<file path="config.mk">
export PLATFORM = sky130hd
export DESIGN_NAME = ppr_top
export DESIGN_NICKNAME = d
export VERILOG_FILES = /design/src/ppr_pkg.sv /design/src/ppr_top.sv
export VERILOG_INCLUDE_DIRS = /design/src
export SDC_FILE = /design/constraint.sdc
export NUM_CORES = 1
export LEC_CHECK = 0
export BUFFER_PORTS_ARGS = -buffer_cell sky130_fd_sc_hd__buf_2
export CORE_MARGIN = 2
export CORE_UTILIZATION = 38
export CTS_CLUSTER_SIZE = 28
export DETAILED_ROUTE_END_ITERATION = 16
export PLACE_DENSITY = 0.8
export SYNTH_ARGS = -nofsm -noshare
export SYNTH_HDL_FRONTEND = slang
export SYNTH_SLANG_ARGS = --single-unit
</file>
<file path="constraint.sdc">
create_clock -name MCLK_I -period 2.37 [get_ports MCLK_I]
set_input_delay 0.474 -clock MCLK_I [delete_from_list [all_inputs] [get_ports MCLK_I]]
set_output_delay 0.474 -clock MCLK_I [all_outputs]
set_load 0.03 [all_outputs]
</file>
<file path="src/ppr_params.svh">
// Offsets, field positions and reset values of the peripheral priority registers
`ifndef PPR_PARAMS_SVH
`define PPR_PARAMS_SVH
`define PPR_SELECT_1_OFFSET   12'h000
`define PPR_SELECT_2_OFFSET   12'h004
`define PPR_SELECT_1_RESET    8'hFF
`define PPR_SELECT_2_RESET    8'h0F
`define PPR_SELECT_2_IMPL     8'h0F
`define PPR_PARALLEL_BIT      7
`define PPR_CONVERTER_BIT     6
`define PPR_SER_RX_BIT        5
`define PPR_SER_TX_BIT        4
`define PPR_SYNC_SERIAL_BIT   3
`define PPR_CAPTURE_ONE_BIT   2
`define PPR_TIMER_TWO_BIT     1
`define PPR_TIMER_ONE_BIT     0
`define PPR_BUS_COLL_BIT      3
`define PPR_LOW_VOLT_BIT      2
`define PPR_TIMER_THREE_BIT   1
`define PPR_CAPTURE_TWO_BIT   0
`endif

</file>
<file path="src/ppr_pkg.sv">
// Types shared by the peripheral priority register block
package ppr_pkg;
  typedef logic [7:0]  ppr_byte_t;
  typedef logic [11:0] ppr_addr_t;
  typedef logic [31:0] ppr_word_t;
endpackage

</file>
<file path="src/ppr_top.sv">
// Peripheral interrupt priority select registers behind an APB slave
// Function
// - Bit one means high, zero low priority
// - First register bit 7: parallel port
// - First register bit 3: sync serial port
// - Second register bit 2: low-voltage detect
// - Second register bit 1: third timer overflow
// - Second register bit 0: second capture unit
// - Second register bits 7-4 read zero
// - All implemented bits reset to one
`timescale 1ns/1ps
`default_nettype none
`include "ppr_params.svh"
module ppr_top (
  input  wire logic              MCLK_I,
  input  wire logic              RST_N_I,
  input  wire logic              PSEL_I,
  input  wire logic              PENABLE_I,
  input  wire logic              PWRITE_I,
  input  wire ppr_pkg::ppr_addr_t PADDR_I,
  input  wire ppr_pkg::ppr_word_t PWDATA_I,
  input  wire logic [3:0]        PSTRB_I,
  output logic                   PREADY_O,
  output logic                   PSLVERR_O,
  output ppr_pkg::ppr_word_t     PRDATA_O,
  output logic                   PARALLEL_PORT_PRIO_O,
  output logic                   CONVERTER_PRIO_O,
  output logic                   SERIAL_RECEIVE_PRIO_O,
  output logic                   SERIAL_TRANSMIT_PRIO_O,
  output logic                   SYNC_SERIAL_PRIO_O,
  output logic                   CAPTURE_UNIT_ONE_PRIO_O,
  output logic                   TIMER_TWO_MATCH_PRIO_O,
  output logic                   TIMER_ONE_OVERFLOW_PRIO_O,
  output logic                   BUS_COLLISION_PRIO_O,
  output logic                   LOW_VOLTAGE_DETECT_PRIO_O,
  output logic                   TIMER_THREE_OVERFLOW_PRIO_O,
  output logic                   CAPTURE_UNIT_TWO_PRIO_O
);
  import ppr_pkg::*;

  ppr_byte_t prio_sel_1_ff;
  ppr_byte_t prio_sel_2_ff;
  ppr_word_t rdata_ff;
  ppr_byte_t nxt_prio_sel_1;
  ppr_byte_t nxt_prio_sel_2;
  ppr_word_t nxt_rdata;
  logic      access;
  logic      hit_1;
  logic      hit_2;

  // Decode uses bits above the word index too, so aliases do not exist
  function automatic logic addr_hit(input ppr_addr_t a, input ppr_addr_t off);
    addr_hit = (a[11:2] == off[11:2]);
  endfunction

  // Single-cycle access: every transfer completes in its first access cycle
  assign PREADY_O  = 1'b1;
  assign access    = PSEL_I && PENABLE_I;
  assign hit_1     = addr_hit(PADDR_I, `PPR_SELECT_1_OFFSET);
  assign hit_2     = addr_hit(PADDR_I, `PPR_SELECT_2_OFFSET);

  always_comb begin
    nxt_prio_sel_1 = prio_sel_1_ff;
    nxt_prio_sel_2 = prio_sel_2_ff;
    nxt_rdata      = rdata_ff;
    if (access && PWRITE_I && PSTRB_I[0]) begin
      if (hit_1) begin
        nxt_prio_sel_1 = PWDATA_I[7:0];
      end
      if (hit_2) begin
        nxt_prio_sel_2 = PWDATA_I[7:0] & `PPR_SELECT_2_IMPL;
      end
    end
    if (PSEL_I && !PENABLE_I && !PWRITE_I) begin
      nxt_rdata = 32'h0000_0000;
      if (hit_1) begin
        nxt_rdata = {24'h00_0000, prio_sel_1_ff};
      end
      if (hit_2) begin
        nxt_rdata = {24'h00_0000, prio_sel_2_ff & `PPR_SELECT_2_IMPL};
      end
    end
  end

  always_ff @(posedge MCLK_I) begin
    if (!RST_N_I) begin
      prio_sel_1_ff <= `PPR_SELECT_1_RESET;
      prio_sel_2_ff <= `PPR_SELECT_2_RESET;
      rdata_ff      <= 32'h0000_0000;
    end else begin
      prio_sel_1_ff <= nxt_prio_sel_1;
      prio_sel_2_ff <= nxt_prio_sel_2;
      rdata_ff      <= nxt_rdata;
    end
  end

  assign PRDATA_O  = rdata_ff;
  // Unmapped address answers with an error in its access cycle, registers untouched
  assign PSLVERR_O = access && !hit_1 && !hit_2;

  assign PARALLEL_PORT_PRIO_O        = prio_sel_1_ff[`PPR_PARALLEL_BIT];
  assign CONVERTER_PRIO_O            = prio_sel_1_ff[`PPR_CONVERTER_BIT];
  assign SERIAL_RECEIVE_PRIO_O       = prio_sel_1_ff[`PPR_SER_RX_BIT];
  assign SERIAL_TRANSMIT_PRIO_O      = prio_sel_1_ff[`PPR_SER_TX_BIT];
  assign SYNC_SERIAL_PRIO_O          = prio_sel_1_ff[`PPR_SYNC_SERIAL_BIT];
  assign CAPTURE_UNIT_ONE_PRIO_O     = prio_sel_1_ff[`PPR_CAPTURE_ONE_BIT];
  assign TIMER_TWO_MATCH_PRIO_O      = prio_sel_1_ff[`PPR_TIMER_TWO_BIT];
  assign TIMER_ONE_OVERFLOW_PRIO_O   = prio_sel_1_ff[`PPR_TIMER_ONE_BIT];
  assign BUS_COLLISION_PRIO_O        = prio_sel_2_ff[`PPR_BUS_COLL_BIT];
  assign LOW_VOLTAGE_DETECT_PRIO_O   = prio_sel_2_ff[`PPR_LOW_VOLT_BIT];
  assign TIMER_THREE_OVERFLOW_PRIO_O = prio_sel_2_ff[`PPR_TIMER_THREE_BIT];
  assign CAPTURE_UNIT_TWO_PRIO_O     = prio_sel_2_ff[`PPR_CAPTURE_TWO_BIT];
endmodule
`default_nettype wire

</file>
==> metrics, run 1 <==
DRT iter0 DRCs 12; worst reg2reg path endpoint PRDATA_O[2]$_SDFFE_PN0P_; outcome finished clean; initial antenna violation count 0; Clk Latency, worst-skew pair 290 ps; synthesis warning total 0; syn avg cell area 8.970 µm²; Post-DRT Antenna Nets 0; area added between synthesis and finish 15.66%; Avg WL per Cell 11.62 µm; Async SR Flop Fraction 0%; maximum root-to-sink buffer count 2; Pleak 0.6543 nW; first-pass GRT wire length 3643 µm; commonest non-fill, non-tap cells in the layout 44 x buf_2, 25 x conb_1, 20 x dfxtp_1; top_reg_cell synth dfxtp_1; hold_sp PWDATA_I[5]; Mapped Area 0.001166 mm²; hold crit path type in2reg; Critical Path End Type primary output; Worst R2R Start prio_sel_2_ff[2]$_SDFFE_PN1P_; gr usage total 13.10%; post-cts resize count 0; data required time of the worst path 1900 ps; # DRC 0; RSZ-0062 raised after global routing no; Reg2Reg Setup Slack 1490 ps; die height 59.40 µm; GP Congestion 0.7420; Nets 224; PwrDens 534.8 mW/mm²; hold_buf cts 0; top fanout value on the critical path 5; Vias/cell 4.837; Max VDD drop 0.2344 mV; clock sink total 20; Vias 982; cell at the root of the clock tree clkbuf_4; WHS Endpoint prio_sel_1_ff[5]$_SDFFE_PN1P_; DP HPWL 1835 µm; setup TNS 0 ps; WP data arrival 1750 ps; worst hold stages 3; n_diodes 0; placement row count 20; CTS clk-pin slew, worst paths 120 ps; most common cell after layout, fill and taps aside buf_2; final worst path period share 93.64%; Post-CTS Setup Bufs 0; die area 0.003528 mm²; Synth Register Bits 20; Post-Synthesis Cells 130; Post-synth EDFFs 0; max_cap viols 0; Seq/Total Area, Yosys 34.33%; Crit Path Class in2out; Critical Path Start Type primary input; Fill cells 309; area of the multi-input gates 574.3 µm²; Final Skew 2.637 ps; total routed wirelength 2359 µm; core area 0.002978 mm²; share of cells above drive strength 1 33.53%; IO Port Bufs 44; Starting Density 39.16%; CTS tree done; H-tree levels 1; GRT Residual Overflow 0; fin crit period 2219 ps; Register Area 400.4 µm²; Num CTS Buffers 3; Synth cell types 25; Fin. Hold Viols 0; vias in the first global route 853; IO Pins 99; R2R cell count 3; Final Setup Violations 0; max-slew violation count 0; drt pass-1 iters 4; pin count of the biggest net entering global routing 33; f_max 0.4506 GHz; Hold Slack 431.3 ps; Die Wd 59.40 µm
final cells by class:
cell class,instances,area share (%)
Clock buffer,3,1.670
Clock inverter,1,2.226
Inverter,8,2.226
Multi-Input combinational cell,90,42.58
Sequential cell,20,29.68
Tap cell,33,3.061
Timing Repair Buffer,48,18.55
report_power, final:
part	switching [W]	total [W]	internal, W
registers	0.0000000272	0.000336	0.000336
logic	0.0000836	0.000110	0.0000267
clock network	0.000104	0.000275	0.000171
synth_stat cells (4+ instances only):
cell type | number | share of area [%]
mux2i_1 | 8 | 6.9
clkbuf_1 | 6 | 1.9
o211ai_1 | 8 | 5.2
nand2_1 | 5 | 1.6
a32o_1 | 4 | 3.4
nor3b_1 | 4 | 2.6
o41ai_1 | 8 | 6.0
buf_4 | 25 | 16
o21ai_0 | 4 | 1.7
inv_1 | 8 | 2.6
dfxtp_1 | 20 | 34
nand3_1 | 4 | 1.7
nor2b_1 | 8 | 4.3
metal layers:
layer,wire (µm),global-route usage [%]
met1,1044,16.49
met5,0,0
met2,1109,22.76
met4,0,1.948
met3,205,3.493
worst max path at each step:
stage	from	to
finish	PADDR_I[9]	PSLVERR_O
global route	PADDR_I[9]	PSLVERR_O
detailed placement	PADDR_I[9]	PSLVERR_O
floorplan	PADDR_I[9]	PSLVERR_O
global placement	PADDR_I[9]	PSLVERR_O
CTS	PADDR_I[9]	PSLVERR_O
state kept, by name (all words and copies together), names as in the netlist:
| signal | cells |
|---|---|
| PRDATA_O | 8 |
| prio_sel_1_ff | 8 |
| prio_sel_2_ff | 4 |
kinds of logic (layout without fill, tap and decap cells):
group,count (synthesis),count (layout),share of synthesized area [%]
multiplexers,8,8,6.867
AO/OA/AOI/OAI,24,24,16.31
flip-flops,20,20,34.33
other,2,25,0.6440
AND/OR/NAND/NOR,33,33,18.03
buffers and inverters,43,60,23.82
through the flow:
step                      utilization (%)  instances  area, µm²  setup WS, ps  total power [W]
after floorplan                         -        153       1252         61.05        0.0004604
after global placement              43.53        199       1296         171.5        0.0004527
after detailed placement            43.53        199       1296         163.3        0.0004534
after CTS                           45.29        203       1349         148.0        0.0007278
after global routing                45.29        203       1349         88.29        0.0007514
final                               45.29        203       1349         150.7        0.0007213
critical path, stage by stage:
cell and delay, ps:
buf_2 90, or4_1 620, nor3_1 300, nor2_1 80
buf_2 180
Power figures use the tool's default switching activity.
==> run 2, diff against run 1 <==
--- a/config.mk
+++ b/config.mk
@@ -7,7 +7,6 @@
 export NUM_CORES = 1
 export LEC_CHECK = 0
 export BUFFER_PORTS_ARGS = -buffer_cell sky130_fd_sc_hd__buf_2
-export CORE_MARGIN = 2
 export CORE_UTILIZATION = 38
 export CTS_CLUSTER_SIZE = 28
 export DETAILED_ROUTE_END_ITERATION = 16
==> run 2 against run 1 <==
Effect of this change:
- the flow now finishes with violations (DRC)
- total power is 0.74% higher
- register-to-register slack worse by 20 ps
- first-iteration DRC count grew 50%
- largest cell class unchanged
==> metrics, run 2 (same netlist as run 1, synthesis figures left out) <==
outcome finished with violations; failing checks DRC; final worst path period share 94.89%; GP Congestion 0.6751; hold crit path type in2reg; pin count of the biggest net entering global routing 33; most common cell after layout, fill and taps aside buf_2; n_diodes 0; Post-DRT Antenna Nets 0; post-placement cell area 0.001301 mm²; clock sink total 20; Final Skew 0.9862 ps; die area 0.003294 mm²; total routed wirelength 2404 µm; Sw Share 26.46%; Clk pwr share 38.4%; Post-CTS Setup Bufs 0; Num CTS Buffers 3; Crit Path Class in2out; Starting Density 41.22%; # DRC 6; P_int 0.0005344 W; Max VDD drop 0.4727 mV; Pleak 0.6585 nW; placement row count 19; max-slew violation count 0; initial antenna violation count 0; top fanout value on the critical path 4; DP HPWL 1868 µm; post-cts resize count 0; hold_buf cts 0; gr usage total 15.82%; cell at the root of the clock tree clkbuf_4; maximum root-to-sink buffer count 2; Fin. Hold Viols 0; Design Area, Final 0.001354 mm²; GRT Residual Overflow 0; vias in the first global route 903; area added between synthesis and finish 16.09%; post-route insts no fill 202; Psw 0.0001923 W; core area 0.002829 mm²; fin crit period 2249 ps; setup TNS 0 ps; drt pass-1 iters 10; WP data arrival 1770 ps; PwrDens 536.8 mW/mm²; Final Setup Violations 0; CTS tree done; Critical Path Start Type primary input; Fill cells 292; Logic pwr share 15.3%; sequential group share of total power 46.2%; Reg2Reg Setup Slack 1470 ps; Vias 977; Nets 225; DRT iter0 DRCs 18; share of cells above drive strength 1 33.92%; CTS clk-pin slew, worst paths 120 ps; Vias/cell 4.837; first-pass GRT wire length 4002 µm; Clk Latency, worst-skew pair 310 ps; max_cap viols 0; die height 57.40 µm; IO Port Bufs 44; Avg WL per Cell 11.90 µm; data required time of the worst path 1900 ps; dpl cells 198; IO Pins 99; f_max 0.4447 GHz; RSZ-0062 raised after global routing no; Die Wd 57.40 µm; H-tree levels 1; commonest non-fill, non-tap cells in the layout 44 x buf_2, 25 x conb_1, 20 x dfxtp_1; Critical Path End Type primary output
-- run 2: cell count changes in the layout (fill, tap and decap cells not counted), sizes merged --
cell  previous run  this run
buf             48        49
-- run 2: final timing paths --
path / start / to / cells after the start
max: PADDR_I[9] / PSLVERR_O / 5
max reg2reg: prio_sel_2_ff[2]$_SDFFE_PN1P_ / PRDATA_O[2]$_SDFFE_PN0P_ / 3
min reg2reg: PRDATA_O[4]$_SDFFE_PN0P_ / PRDATA_O[4]$_SDFFE_PN0P_ / 2
min: PWDATA_I[3] / prio_sel_2_ff[3]$_SDFFE_PN1P_ / 3
-- run 2: final cells by class --
class                   count  area, µm²  share of cell area, %
flip-flops and latches     20      400.4                  29.57
multi-input cells          90      574.3                  42.42
well taps                  31      38.79                  2.865
repair buffers             49      257.7                  19.04
clock inverters             1      30.03                  2.218
clock buffers               3      22.52                  1.664
inverters                   8      30.03                  2.218
-- run 2: stage by stage --
stage                     utilization [%]  total power, W  hold slack, ps  setup WS [ps]
after detailed placement            46.00       0.0004543           458.7          124.5
final                               47.85       0.0007267           414.9          121.1
after global placement              46.00       0.0004535           451.8          140.4
after floorplan                         -       0.0004604           592.2          61.05
after CTS                           47.85       0.0007331           406.6          119.8
after global routing                47.85       0.0007555           431.9          34.83
-- run 2: power groups by stage --
stage | clock, W | sequential (W) | combinational [W]
2_1_floorplan | 0 | 0.000344 | 0.000117
3_3_place_gp | 0 | 0.000344 | 0.000110
3_5_place_dp | 0 | 0.000344 | 0.000111
4_1_cts | 0.000286 | 0.000336 | 0.000111
5_1_grt | 0.000298 | 0.000336 | 0.000121
6_report | 0.000279 | 0.000336 | 0.000111
-- run 2: routing by layer --
layer / vias to the layer above / wire length (µm) / global-route usage [%]
li1: 496 / - / -
met1: 427 / 1035 / 18.40
met2: 52 / 1164 / 28.24
met3: 2 / 195 / 5.215
met4: 0 / 8 / 3.136
met5: - / 0 / 0
-- run 2: critical path, stage by stage --
cell and delay, ps:
buf_2 90, or4_1 590, nor3_1 350, nor2_1 90, buf_2 180
==> run 3, diff against run 2 <==
--- a/config.mk
+++ b/config.mk
@@ -6,7 +6,7 @@
 export SDC_FILE = /design/constraint.sdc
 export NUM_CORES = 1
 export LEC_CHECK = 0
-export BUFFER_PORTS_ARGS = -buffer_cell sky130_fd_sc_hd__buf_2
+export BUFFER_PORTS_ARGS = -buffer_cell sky130_fd_sc_hd__buf_4
 export CORE_UTILIZATION = 38
 export CTS_CLUSTER_SIZE = 28
 export DETAILED_ROUTE_END_ITERATION = 16
@@ -14,3 +14,4 @@
 export SYNTH_ARGS = -nofsm -noshare
 export SYNTH_HDL_FRONTEND = slang
 export SYNTH_SLANG_ARGS = --single-unit
+export TNS_END_PERCENT = 30
==> run 3 against run 2 <==
Effect of this change:
- the run still ends with DRC left
- clock power down 28%
- sequential share of layout area shrank 1.9 points
- sequential power barely moved
- maximum frequency rose by 0.68%
- clock skew up 2.1 ps
- non-clock buffer count shrank 1
- register-to-register slack got worse by 60 ps
- utilization rose by 3.2 points
- worst setup slack better by 15 ps
- die area unchanged
- cell count down 0.50%
- largest cell class unchanged
- largest power group unchanged
- highest routed layer unchanged
==> metrics, run 3 (same netlist as run 1, synthesis figures left out) <==
max_cap viols 0; Vias 1038; pin count of the biggest net entering global routing 33; n_diodes 0; met3 Usage GRT 2.494%; total routed wirelength 2678 µm; max-slew violation count 0; die area 0.003294 mm²; failing checks DRC; Num CTS Buffers 3; Post-CTS Setup Bufs 0; fin crit period 2234 ps; hold crit path type in2reg; Nets 224; Clk Latency, worst-skew pair 300 ps; CTS clk-pin slew, worst paths 110 ps; met1 GRT Util 20.00%; # DRC 6; most common cell after layout, fill and taps aside buf_4; DRT iter0 DRCs 20; Final Skew 3.091 ps; drt pass-1 iters 10; clock sink total 20; post-route insts no fill 201; PwrDens 457.0 mW/mm²; CTS tree done; cell at the root of the clock tree clkbuf_4; Max VDD drop 0.2561 mV; f_max 0.4477 GHz; GP Congestion 0.7453; placement row count 19; met2 Usage GRT 32.39%; Final Setup Violations 0; data required time of the worst path 1900 ps; Starting Density 41.22%; vias in the first global route 1008; dpl cells 197; GRT Max-Usage Layer met2; Pleak 0.6893 nW; gr usage total 17.36%; Design Area, Final 0.001445 mm²; Critical Path Start Type primary input; Critical Path End Type primary output; outcome finished with violations; IO Pins 99; IO Port Bufs 44; Fill cells 262; top fanout value on the critical path 4; Vias/cell 5.164; Avg WL per Cell 13.32 µm; maximum root-to-sink buffer count 2; Crit Path Class in2out; H-tree levels 1; RSZ-0062 raised after global routing no; post-placement cell area 0.001404 mm²; area added between synthesis and finish 23.93%; final worst path period share 94.25%; die height 57.40 µm; first-pass GRT wire length 4491 µm; Die Wd 57.40 µm; GRT Residual Overflow 0; share of cells above drive strength 1 34.12%; initial antenna violation count 0; Fin. Hold Viols 0; Post-DRT Antenna Nets 0; WP data arrival 1760 ps; core area 0.002829 mm²; setup TNS 0 ps; commonest non-fill, non-tap cells in the layout 48 x buf_4, 25 x conb_1, 20 x dfxtp_1; DP HPWL 2075 µm
==> run 3: cell types whose count changed in the layout (fill, tap and decap cells not counted) <==
cell       before  now
nor3_2          0    1
nor3_1          1    0
buf_4           5   48
buf_2          44    0
clkbuf_8        0    1
bufinv_16       1    0
==> run 3: final cells by class <==
cell class,count,area [µm²],share of cell area [%]
Clock buffer,4,36.28,2.511
Tap cell,31,38.79,2.684
Timing Repair Buffer,48,360.3,24.94
Multi-Input combinational cell,90,579.3,40.09
Sequential cell,20,400.4,27.71
Inverter,8,30.03,2.078
==> run 3: worst max-delay path, cell delays in order <==
cell	delay [ps]
buf_4	100
or4_1	610
nor3_2	310
nor2_1	90
buf_4	170
==> run 3: where the power goes <==
group	total [W]	switching, W	internal (W)
clock network	0.000201	0.000107	0.0000938
logic	0.000124	0.0000861	0.0000376
registers	0.000336	0.0000000344	0.000336
total	0.000660	0.000193	0.000467
==> run 3: path summary, 6_finish.rpt <==
check / start / to / slack (ps) / depth (start not counted)
min: PWDATA_I[3] / prio_sel_2_ff[3]$_SDFFE_PN1P_ / 430 / 3
min reg2reg: PRDATA_O[4]$_SDFFE_PN0P_ / PRDATA_O[4]$_SDFFE_PN0P_ / 490 / 2
max reg2reg: prio_sel_2_ff[0]$_SDFFE_PN1P_ / PRDATA_O[0]$_SDFFE_PN0P_ / 1410 / 3
max: PADDR_I[9] / PSLVERR_O / 140 / 5
==> run 3: repair_timing <==
item	CTS	global route
endpoints found under the setup margin	0	1
hold buffers	0	0
resized for setup	0	1
==> run 3: per-layer routing <==
layer | share of wire (%) | routed length [µm] | vias up
met5 | 0 | 0 | -
met4 | 0.93 | 25 | 0
met3 | 7.0 | 187 | 6
met2 | 51 | 1371 | 59
met1 | 41 | 1094 | 478
li1 | - | - | 495
==> run 3: per-stage QoR <==
stage,worst slack [ps],hold slack (ps),total power (W),util (%)
3_3_place_gp,105.2,459.1,0.0004624,49.62
4_1_cts,37.93,425.3,0.0006641,50.91
5_1_grt,96.67,437.1,0.0006865,51.08
6_report,136.3,428.6,0.0006604,51.08
2_1_floorplan,61.05,592.2,0.0004604,-
3_5_place_dp,44.10,475.5,0.0004658,49.62
